--- src/ifeb_pkg.sv ---
package ifeb_pkg;

    localparam int unsigned addr_w = 12;
    localparam int unsigned data_w = 32;
    localparam int unsigned reg_w = 16;
    localparam int unsigned prio_w = 3;
    localparam int unsigned num_groups = 4;
    localparam int unsigned strb_w = data_w / 8;

    // Register byte addresses.
    localparam logic [11:0] flag_status_four_off = 12'h000;
    localparam logic [11:0] source_enable_zero_off = 12'h004;
    localparam logic [11:0] source_enable_one_off = 12'h008;
    localparam logic [11:0] source_enable_two_off = 12'h00c;
    localparam logic [11:0] group_priority_off = 12'h010;
    localparam logic [11:0] event_status_off = 12'h014;
    localparam logic [11:0] event_clear_off = 12'h018;
    localparam logic [11:0] event_enable_off = 12'h01c;

    // Bit positions of the fourth flag register.
    localparam int unsigned can2_tx_request_flag = 7;
    localparam int unsigned can1_tx_request_flag = 6;
    localparam int unsigned dma_ch7_done_flag = 5;
    localparam int unsigned dma_ch6_done_flag = 4;
    localparam int unsigned uart2_error_flag = 2;
    localparam int unsigned uart1_error_flag = 1;

    // Implemented bit masks; every other position reads zero and ignores writes.
    localparam logic [15:0] flag_status_four_mask =
        (16'h0001 << can2_tx_request_flag) | (16'h0001 << can1_tx_request_flag) |
        (16'h0001 << dma_ch7_done_flag) | (16'h0001 << dma_ch6_done_flag) |
        (16'h0001 << uart2_error_flag) | (16'h0001 << uart1_error_flag);
    localparam logic [15:0] source_enable_zero_mask = 16'h7fff;
    localparam logic [15:0] source_enable_one_mask = 16'hfffb;
    localparam logic [15:0] source_enable_two_mask = 16'hdfff;

    // Reset values.
    localparam logic [15:0] flag_reset = 16'h0000;
    localparam logic [15:0] enable_reset = 16'h0000;
    // Four in every packed 3-bit group field; all twelve bits are field bits.
    localparam logic [11:0] group_priority_reset = 12'h924;
    localparam logic [11:0] group_priority_mask = 12'hfff;
    localparam logic [3:0] event_reset = 4'h0;

    // Priority encoding: zero disables the source, seven is highest.
    localparam logic [2:0] prio_disabled = 3'h0;

    // Group order in priority fields and event bits.
    localparam int unsigned grp_four = 0;
    localparam int unsigned grp_zero = 1;
    localparam int unsigned grp_one = 2;
    localparam int unsigned grp_two = 3;

    typedef enum logic [1:0] {
        apb_idle = 2'b01,
        apb_ack = 2'b10
    } ifeb_apb_state_t;

endpackage

--- src/ifeb_flag_reg.sv ---
`timescale 1ns/10ps
module ifeb_flag_reg #(
    parameter int unsigned WIDTH = 16,
    parameter logic [WIDTH-1:0] IMPL_MASK = '1,
    parameter logic [WIDTH-1:0] RESET_VAL = '0
) (
    input wire logic clk,
    input wire logic rst_n,
    input wire logic wr_en,
    input wire logic [WIDTH-1:0] wr_data,
    input wire logic [WIDTH-1:0] set_pulse,
    output logic [WIDTH-1:0] q
);

    logic [WIDTH-1:0] q_nxt;

    if ((RESET_VAL & ~IMPL_MASK) != '0) begin : g_bad_reset
        $error("Reset value sets an unimplemented bit.");
    end

    // A request in the same cycle as a software write of zero still leaves the bit set.
    always_comb begin
        q_nxt = ((wr_en ? wr_data : q) | set_pulse) & IMPL_MASK;
    end

    always_ff @(posedge clk or negedge rst_n) begin
        if (!rst_n) begin
            q <= RESET_VAL & IMPL_MASK;
        end else begin
            q <= q_nxt;
        end
    end

endmodule // ifeb_flag_reg

--- src/ifeb_prio_sel.sv ---
`timescale 1ns/10ps
module ifeb_prio_sel #(
    parameter int unsigned N = 4
) (
    input wire logic [N-1:0] pending,
    input wire logic [N*3-1:0] levels,
    output logic [2:0] level
);

    if (N == 0) begin : g_bad_n
        $error("At least one group is needed.");
    end

    // Groups at level zero never win, so a disabled group cannot raise the level.
    function automatic logic [2:0] max_level(input logic [N-1:0] p,
                                             input logic [N*3-1:0] l);
        logic [2:0] m;
        m = ifeb_pkg::prio_disabled;
        for (int i = 0; i < N; i++) begin
            if (p[i] && l[i*3 +: 3] > m) begin
                m = l[i*3 +: 3];
            end
        end
        return m;
    endfunction

    always_comb begin
        level = max_level(pending, levels);
    end

endmodule // ifeb_prio_sel

--- src/ifeb_top.sv ---
// Overview of operation
// - Flag reads one after request, else zero.
// - Enable one passes request, zero blocks it.
// - Unimplemented bits read zero, ignore writes.
// - Reset clears all flags and enables.
// - Flags and enables are software read/write.
// - Fourth flag register bit layout.
// - Enable zero upper byte layout.
// - Enable zero lower byte layout.
// - Enable one upper byte layout.
// - Enable one lower byte layout.
// - Enable two upper byte layout.
// - Enable two lower byte layout.
// - Priority zero disables, one to seven ranks.
`timescale 1ns/10ps
module ifeb_top (
    input wire logic pclk,
    input wire logic presetn,
    input wire logic psel,
    input wire logic penable,
    input wire logic pwrite,
    input wire logic [11:0] paddr,
    input wire logic [31:0] pwdata,
    input wire logic [3:0] pstrb,
    output logic [31:0] prdata,
    output logic pready,
    output logic pslverr,
    input wire logic [15:0] flag_set_four,
    input wire logic [15:0] enable_in_four,
    input wire logic [15:0] flag_in_zero,
    input wire logic [15:0] flag_in_one,
    input wire logic [15:0] flag_in_two,
    output logic [15:0] flag_out_four,
    output logic [15:0] req_four,
    output logic [15:0] req_zero,
    output logic [15:0] req_one,
    output logic [15:0] req_two,
    output logic [2:0] irq_level,
    output logic irq
);

    ifeb_pkg::ifeb_apb_state_t state_r;
    ifeb_pkg::ifeb_apb_state_t state_nxt;
    logic pready_r;
    logic pslverr_r;
    logic [31:0] prdata_r;
    logic [31:0] rdata_nxt;
    logic addr_ok;
    logic wr_fire;
    logic [15:0] flag_four_q;
    logic [15:0] en_zero_q;
    logic [15:0] en_one_q;
    logic [15:0] en_two_q;
    logic [15:0] wr_half;
    logic wr_four;
    logic wr_zero;
    logic wr_one;
    logic wr_two;
    logic [11:0] prio_r;
    logic [15:0] prio_wr;
    logic [3:0] ev_status_r;
    logic [3:0] ev_status_nxt;
    logic [3:0] ev_enable_r;
    logic [3:0] ev_set;
    logic [3:0] ev_clear;
    logic [3:0] grp_any_r;
    logic [3:0] grp_any_nxt;
    logic [15:0] req_four_r;
    logic [15:0] req_zero_r;
    logic [15:0] req_one_r;
    logic [15:0] req_two_r;
    logic [2:0] level_nxt;
    logic [2:0] irq_level_r;
    logic irq_r;

    // Writes merge per byte lane so a partial store leaves the other lane intact.
    function automatic logic [15:0] merge16(input logic [15:0] old_v,
                                            input logic [31:0] wd,
                                            input logic [3:0] st);
        logic [15:0] r;
        r = old_v;
        if (st[0]) begin
            r[7:0] = wd[7:0];
        end
        if (st[1]) begin
            r[15:8] = wd[15:8];
        end
        return r;
    endfunction

    function automatic logic hit(input logic [11:0] a, input logic [11:0] off);
        return a == off;
    endfunction

    function automatic logic [2:0] grp_prio(input logic [11:0] p, input int unsigned g);
        return p[g*3 +: 3];
    endfunction

    function automatic logic [15:0] gate(input logic [15:0] flags,
                                         input logic [15:0] enables,
                                         input logic [2:0] prio);
        return (prio == ifeb_pkg::prio_disabled) ? 16'h0000 : (flags & enables);
    endfunction

    // Bus slave: setup cycle decodes, access cycle completes with no wait state.
    always_comb begin
        addr_ok = hit(paddr, ifeb_pkg::flag_status_four_off) ||
                  hit(paddr, ifeb_pkg::source_enable_zero_off) ||
                  hit(paddr, ifeb_pkg::source_enable_one_off) ||
                  hit(paddr, ifeb_pkg::source_enable_two_off) ||
                  hit(paddr, ifeb_pkg::group_priority_off) ||
                  hit(paddr, ifeb_pkg::event_status_off) ||
                  hit(paddr, ifeb_pkg::event_clear_off) ||
                  hit(paddr, ifeb_pkg::event_enable_off);
    end

    always_comb begin
        state_nxt = state_r;
        unique case (state_r)
            ifeb_pkg::apb_idle: begin
                if (psel && !penable) begin
                    state_nxt = ifeb_pkg::apb_ack;
                end
            end
            ifeb_pkg::apb_ack: begin
                state_nxt = ifeb_pkg::apb_idle;
            end
            default: begin
                state_nxt = ifeb_pkg::apb_idle;
            end
        endcase
    end

    always_ff @(posedge pclk or negedge presetn) begin
        if (!presetn) begin
            state_r <= ifeb_pkg::apb_idle;
            pready_r <= 1'b0;
        end else begin
            state_r <= state_nxt;
            pready_r <= (state_nxt == ifeb_pkg::apb_ack);
        end
    end

    always_ff @(posedge pclk or negedge presetn) begin
        if (!presetn) begin
            pslverr_r <= 1'b0;
        end else if (psel && !penable) begin
            pslverr_r <= !addr_ok;
        end else if (pready_r) begin
            pslverr_r <= 1'b0;
        end
    end

    assign wr_fire = psel && penable && pready_r && pwrite && !pslverr_r;

    // Unimplemented bits come out of the masked registers as zero.
    always_comb begin
        rdata_nxt = 32'h0000_0000;
        if (hit(paddr, ifeb_pkg::flag_status_four_off)) begin
            rdata_nxt[15:0] = flag_four_q;
        end else if (hit(paddr, ifeb_pkg::source_enable_zero_off)) begin
            rdata_nxt[15:0] = en_zero_q;
        end else if (hit(paddr, ifeb_pkg::source_enable_one_off)) begin
            rdata_nxt[15:0] = en_one_q;
        end else if (hit(paddr, ifeb_pkg::source_enable_two_off)) begin
            rdata_nxt[15:0] = en_two_q;
        end else if (hit(paddr, ifeb_pkg::group_priority_off)) begin
            rdata_nxt[11:0] = prio_r;
        end else if (hit(paddr, ifeb_pkg::event_status_off)) begin
            rdata_nxt[3:0] = ev_status_r;
        end else if (hit(paddr, ifeb_pkg::event_enable_off)) begin
            rdata_nxt[3:0] = ev_enable_r;
        end
    end

    always_ff @(posedge pclk or negedge presetn) begin
        if (!presetn) begin
            prdata_r <= 32'h0000_0000;
        end else if (psel && !penable && !pwrite) begin
            prdata_r <= rdata_nxt;
        end else if (pready_r) begin
            prdata_r <= 32'h0000_0000;
        end
    end

    assign prdata = prdata_r;
    assign pready = pready_r;
    assign pslverr = pslverr_r;

    // Register bank writes.
    always_comb begin
        wr_four = wr_fire && hit(paddr, ifeb_pkg::flag_status_four_off);
        wr_zero = wr_fire && hit(paddr, ifeb_pkg::source_enable_zero_off);
        wr_one = wr_fire && hit(paddr, ifeb_pkg::source_enable_one_off);
        wr_two = wr_fire && hit(paddr, ifeb_pkg::source_enable_two_off);
        wr_half = 16'h0000;
        if (wr_four) begin
            wr_half = merge16(flag_four_q, pwdata, pstrb);
        end else if (wr_zero) begin
            wr_half = merge16(en_zero_q, pwdata, pstrb);
        end else if (wr_one) begin
            wr_half = merge16(en_one_q, pwdata, pstrb);
        end else if (wr_two) begin
            wr_half = merge16(en_two_q, pwdata, pstrb);
        end
    end

    ifeb_flag_reg #(
        .WIDTH(16),
        .IMPL_MASK(ifeb_pkg::flag_status_four_mask),
        .RESET_VAL(ifeb_pkg::flag_reset)
    ) u_flag_four (
        .clk(pclk),
        .rst_n(presetn),
        .wr_en(wr_four),
        .wr_data(wr_half),
        .set_pulse(flag_set_four),
        .q(flag_four_q)
    );

    ifeb_flag_reg #(
        .WIDTH(16),
        .IMPL_MASK(ifeb_pkg::source_enable_zero_mask),
        .RESET_VAL(ifeb_pkg::enable_reset)
    ) u_en_zero (
        .clk(pclk),
        .rst_n(presetn),
        .wr_en(wr_zero),
        .wr_data(wr_half),
        .set_pulse(16'h0000),
        .q(en_zero_q)
    );

    ifeb_flag_reg #(
        .WIDTH(16),
        .IMPL_MASK(ifeb_pkg::source_enable_one_mask),
        .RESET_VAL(ifeb_pkg::enable_reset)
    ) u_en_one (
        .clk(pclk),
        .rst_n(presetn),
        .wr_en(wr_one),
        .wr_data(wr_half),
        .set_pulse(16'h0000),
        .q(en_one_q)
    );

    ifeb_flag_reg #(
        .WIDTH(16),
        .IMPL_MASK(ifeb_pkg::source_enable_two_mask),
        .RESET_VAL(ifeb_pkg::enable_reset)
    ) u_en_two (
        .clk(pclk),
        .rst_n(presetn),
        .wr_en(wr_two),
        .wr_data(wr_half),
        .set_pulse(16'h0000),
        .q(en_two_q)
    );

    assign prio_wr = merge16({4'h0, prio_r}, pwdata, pstrb);

    always_ff @(posedge pclk or negedge presetn) begin
        if (!presetn) begin
            prio_r <= ifeb_pkg::group_priority_reset;
        end else if (wr_fire && hit(paddr, ifeb_pkg::group_priority_off)) begin
            prio_r <= prio_wr[11:0] & ifeb_pkg::group_priority_mask;
        end
    end

    always_ff @(posedge pclk or negedge presetn) begin
        if (!presetn) begin
            ev_enable_r <= ifeb_pkg::event_reset;
        end else if (wr_fire && hit(paddr, ifeb_pkg::event_enable_off) && pstrb[0]) begin
            ev_enable_r <= pwdata[3:0];
        end
    end

    // Forwarded requests: a source passes only with flag, enable and a live priority.
    always_ff @(posedge pclk or negedge presetn) begin
        if (!presetn) begin
            req_four_r <= 16'h0000;
            req_zero_r <= 16'h0000;
            req_one_r <= 16'h0000;
            req_two_r <= 16'h0000;
        end else begin
            req_four_r <= gate(flag_four_q, enable_in_four,
                               grp_prio(prio_r, ifeb_pkg::grp_four));
            req_zero_r <= gate(flag_in_zero, en_zero_q,
                               grp_prio(prio_r, ifeb_pkg::grp_zero));
            req_one_r <= gate(flag_in_one, en_one_q,
                              grp_prio(prio_r, ifeb_pkg::grp_one));
            req_two_r <= gate(flag_in_two, en_two_q,
                              grp_prio(prio_r, ifeb_pkg::grp_two));
        end
    end

    // A group event is the first cycle any of its requests is forwarded.
    always_comb begin
        grp_any_nxt[ifeb_pkg::grp_four] = |req_four_r;
        grp_any_nxt[ifeb_pkg::grp_zero] = |req_zero_r;
        grp_any_nxt[ifeb_pkg::grp_one] = |req_one_r;
        grp_any_nxt[ifeb_pkg::grp_two] = |req_two_r;
        ev_set = grp_any_nxt & ~grp_any_r;
        ev_clear = 4'h0;
        if (wr_fire && hit(paddr, ifeb_pkg::event_clear_off) && pstrb[0]) begin
            ev_clear = pwdata[3:0];
        end
        ev_status_nxt = (ev_status_r & ~ev_clear) | ev_set;
    end

    always_ff @(posedge pclk or negedge presetn) begin
        if (!presetn) begin
            grp_any_r <= 4'h0;
            ev_status_r <= ifeb_pkg::event_reset;
            irq_r <= 1'b0;
        end else begin
            grp_any_r <= grp_any_nxt;
            ev_status_r <= ev_status_nxt;
            irq_r <= |(ev_status_nxt & ev_enable_r);
        end
    end

    ifeb_prio_sel #(
        .N(ifeb_pkg::num_groups)
    ) u_prio (
        .pending(grp_any_nxt),
        .levels(prio_r),
        .level(level_nxt)
    );

    always_ff @(posedge pclk or negedge presetn) begin
        if (!presetn) begin
            irq_level_r <= ifeb_pkg::prio_disabled;
        end else begin
            irq_level_r <= level_nxt;
        end
    end

    assign flag_out_four = flag_four_q;
    assign req_four = req_four_r;
    assign req_zero = req_zero_r;
    assign req_one = req_one_r;
    assign req_two = req_two_r;
    assign irq_level = irq_level_r;
    assign irq = irq_r;

endmodule // ifeb_top

--- config.mk ---
export PLATFORM = sky130hd
export DESIGN_NAME = ifeb_top
export DESIGN_NICKNAME = d
export VERILOG_FILES = /design/src/ifeb_pkg.sv /design/src/ifeb_flag_reg.sv /design/src/ifeb_prio_sel.sv /design/src/ifeb_top.sv
export SDC_FILE = /design/constraint.sdc
export NUM_CORES = 1
export LEC_CHECK = 0
export BUFFER_PORTS_ARGS = -buffer_cell sky130_fd_sc_hd__buf_2
export CAP_MARGIN = 10
export CORE_UTILIZATION = 39
export CTS_CLUSTER_DIAMETER = 60
export DETAILED_ROUTE_END_ITERATION = 8
export PLACE_DENSITY = 0.67
export SLEW_MARGIN = 20
export SYNTH_ARGS = -nofsm -noshare
export SYNTH_HDL_FRONTEND = slang
export SYNTH_SLANG_ARGS = --single-unit
--- constraint.sdc ---
create_clock -name pclk -period 6 [get_ports pclk]
set_clock_uncertainty 0.15 [all_clocks]
set_input_delay 0.3 -clock pclk [delete_from_list [all_inputs] [get_ports pclk]]
set_output_delay 0.3 -clock pclk [all_outputs]
set_load 0.1 [all_outputs]
==> qor.txt <==
outcome: completed
Sink Count: 150
fin crit share: 80.7%
CP peak stage delay: 440 ps
maximum vdd ir drop: 0.160 mV
core footprint: 18300 um2
P_leak: 4.89 nW
Worst EP required: 6170 ps
crit path max fanout: 6
Die X: 139 um
post-layout net count: 1053
die height: 139 um
post-synth cell types: 68
DRT iter0 DRCs: 688
hold buffers post-CTS: 62
setup TNS: 0 ps
Post-Synthesis Cell Area: 7370 um2
ys flop type: dfrtp_1
RSZ-0062 raised after global routing: no
CP cell instances: nor4_1 > nand2_1 > nand2_1 > ha_1 > and3_1 > a21oi_1 > nand2_1 > mux2_2 > ha_1 > nor2b_1 > o21ai_0 > a211o_1 > mux2_2 > ha_1 > nand3_1 > o2111ai_1 > and2_1 > a211oi_1
vias per cell: 5.48
EDFF count, synth: 0
fin util: 51.8%
layout cells sized above 1: 28.7%
clock buffer depth: 2
largest area contributor in the netlist: dfrtp_1
Initial Utilization: 40.3%
Total Routed Length: 22900 um
Worst Hold Class: input pin to flip-flop
port bufs: 170
YS warnings: 0
Final setup viols: 0
critical path class: flip-flop to flip-flop
pin count of the biggest net entering global routing: 82
Synth area leaders: dfrtp_1 (49%), mux2_2 (4.9%), and3_1 (4.6%)
Avg Cell Area, Syn: 10.7 um2
max-slew violations: 0
CTS buffer count: 17
Residual DRC: 0
drt pass-1 iters: 7
top-level I/O count: 251
sequential share of the synthesized area: 51.0%
asr flop ratio synth: 100%
# resized after CTS: 0
max_slew headroom: 30.9%
PD cells: 246 nW/um2
Routed wire per std cell: 19.9 um
Vias: 6327
Critical-path top delay cell: nor4_1
GPL Wtd Cong: 0.879
Worst-Skew Late Latency: 430 ps
vias in the first global route: 6229
Worst Setup End Kind: flip-flop
DP HPWL: 16800 um
final antenna-violating net count: 0
critical path arrival: 5010 ps
P&R area growth vs syn: 28.4%
Tot GR Track Use: 24.2%
f_max: 206 MHz
number of max-cap violations: 0
total congestion overflow: 0
fin crit period: 4840 ps
total setup buffers inserted after CTS: 0
post-synthesis register bit count: 150
cell count after synthesis: 687
measured slew at the worst slew-check pin: 1030 ps
CTS tree: done
CTS H-tree lvls: 4
clk root buf: clkbuf_16
first-pass GRT wire length: 35300 um
std cell rows: 49
post-synth top area share: 49.2%
Startpoint Class: flip-flop
initial antenna violation count: 1
full die area: 19500 um2
clock-pin slew on the worst setup and hold paths: 60 ps
Final Hold Viols: 0
Yosys cell counts, types with 6 or more instances:
| master | n |
|---|---|
| nor2_1 | 34 |
| clkbuf_1 | 19 |
| nand2_1 | 57 |
| buf_4 | 40 |
| mux2_1 | 6 |
| o21a_1 | 7 |
| o211ai_1 | 7 |
| mux2i_1 | 12 |
| nor2b_1 | 8 |
| a211o_1 | 8 |
| o22ai_1 | 9 |
| dfrtp_1 | 145 |
| nand3_1 | 19 |
| o21ai_0 | 20 |
| o31ai_1 | 6 |
| inv_1 | 14 |
| nand2b_1 | 14 |
| nor3b_1 | 8 |
| nor3_1 | 12 |
| nor4_1 | 12 |
| mux2_4 | 6 |
| and3_1 | 54 |
| ha_1 | 9 |
| a21oi_1 | 23 |
| a22oi_1 | 10 |
| a31oi_1 | 7 |
| mux2_2 | 32 |
registers in the layout, summed over array words and instances, names as in the netlist:
register and count:
ev_status_r 4, u_en_one.q 15, req_four 6, req_one 15, u_en_two.q 15, irq 1
req_two 15, state_r 2, u_en_zero.q 15, u_flag_four.q 6, pslverr 1, ev_enable_r 4
prdata 16, pready 1, prio_r 12, irq_level 3, grp_any_r 4, req_zero 15
worst paths after layout:
path                                   from  cells past startpoint        endpoint  slack (ps)
min in group asynchronous           presetn                      2     req_one[10]         330
worst max-delay path            req_four[2]                     18    irq_level[2]        1160
worst min register to register   state_r[1]                      1          pready         290
worst max register to register  req_four[2]                     18    irq_level[2]        1160
max in group asynchronous           presetn                      3    grp_any_r[1]        4030
worst min-delay path              pwdata[9]                      2  u_en_zero.q[9]          30
worst max-delay path, delay by kind of cell, from the launching register on:
kind | cells | cell delay (ps)
AOI/OAI and AO/OA | 5 | 1190
and+or+nand+nor | 8 | 1490
DFF | 1 | 370
adders and majority gates | 3 | 840
muxes | 2 | 700
cell families after synthesis:
family | after synthesis | share of synthesized area (%)
adder cells (fa/ha/maj) | 9 | 1.53
buffers and inverters | 80 | 6.33
AND/OR/NAND/NOR | 260 | 20.1
AO/OA/AOI/OAI | 131 | 12.3
flip-flops | 150 | 51.0
other | 1 | 0.0509
multiplexers | 56 | 8.66
power by group:
part	internal (mW)	switching (mW)	total [mW]
combinational	0.0617	0.193	0.255
clock	0.629	0.429	1.06
sequential	1.01	0.00324	1.02
total	1.70	0.625	2.33
per-stage QoR:
stage | setup WS, ps | power, mW | hold slack, ps | area, um2 | std cells
floorplan | 1150 | 1.21 | -146 | 7510 | 725
global placement | 1280 | 1.26 | 236 | 8250 | 1059
CTS | 1160 | 2.35 | 3.69 | 9460 | 1153
detailed placement | 1160 | 1.26 | 236 | 8250 | 1059
finish | 1160 | 2.33 | 29.4 | 9460 | 1154
global route | 765 | 2.41 | 19.0 | 9460 | 1153
cell usage in the layout (no fill, tap or decap), types with 5 or more instances in the layout:
cell / Yosys / final
a211o_1: 8 / 8
a21oi_1: 23 / 23
a22oi_1: 10 / 10
a31oi_1: 7 / 7
and3_1: 54 / 54
buf_2: 1 / 169
clkbuf_16: 0 / 17
conb_1: 1 / 39
dfrtp_1: 145 / 145
dfstp_2: 5 / 5
dlygate4sd3_1: 0 / 62
ha_1: 9 / 9
inv_1: 14 / 14
mux2_1: 6 / 6
mux2_2: 32 / 32
mux2_4: 6 / 6
mux2i_1: 12 / 12
nand2_1: 57 / 57
nand2b_1: 14 / 14
nand3_1: 19 / 19
nand3b_1: 5 / 5
nand4_1: 5 / 5
nor2_1: 34 / 34
nor2b_1: 8 / 8
nor3_1: 12 / 12
nor3b_1: 8 / 8
nor4_1: 12 / 12
o211ai_1: 7 / 7
o21a_1: 7 / 7
o21ai_0: 20 / 20
o22ai_1: 9 / 9
o31ai_1: 6 / 6
or2_2: 5 / 5
or3_1: 5 / 5
layout make-up:
| class | instances | area (um2) |
|---|---|---|
| multi-input cells | 495 | 3290 |
| flip-flops and latches | 150 | 3760 |
| repair buffers | 233 | 1490 |
| diodes | 1 | 2.50 |
| clock buffers | 19 | 443 |
| well taps | 229 | 287 |
| clock inverters | 13 | 148 |
| fillers | 1673 | 8810 |
| inverters | 14 | 52.6 |
per-layer routing:
metal  part of all wire, %  vias to the layer above  track usage [%]
met5                     0                        -                0
met4                   3.4                        0             10.5
met3                   7.4                       56             5.37
met2                    46                      320             37.6
met1                    43                     3049             32.6
li1                      -                     2902                -
Note: power is estimated with default switching activity, not from simulation.
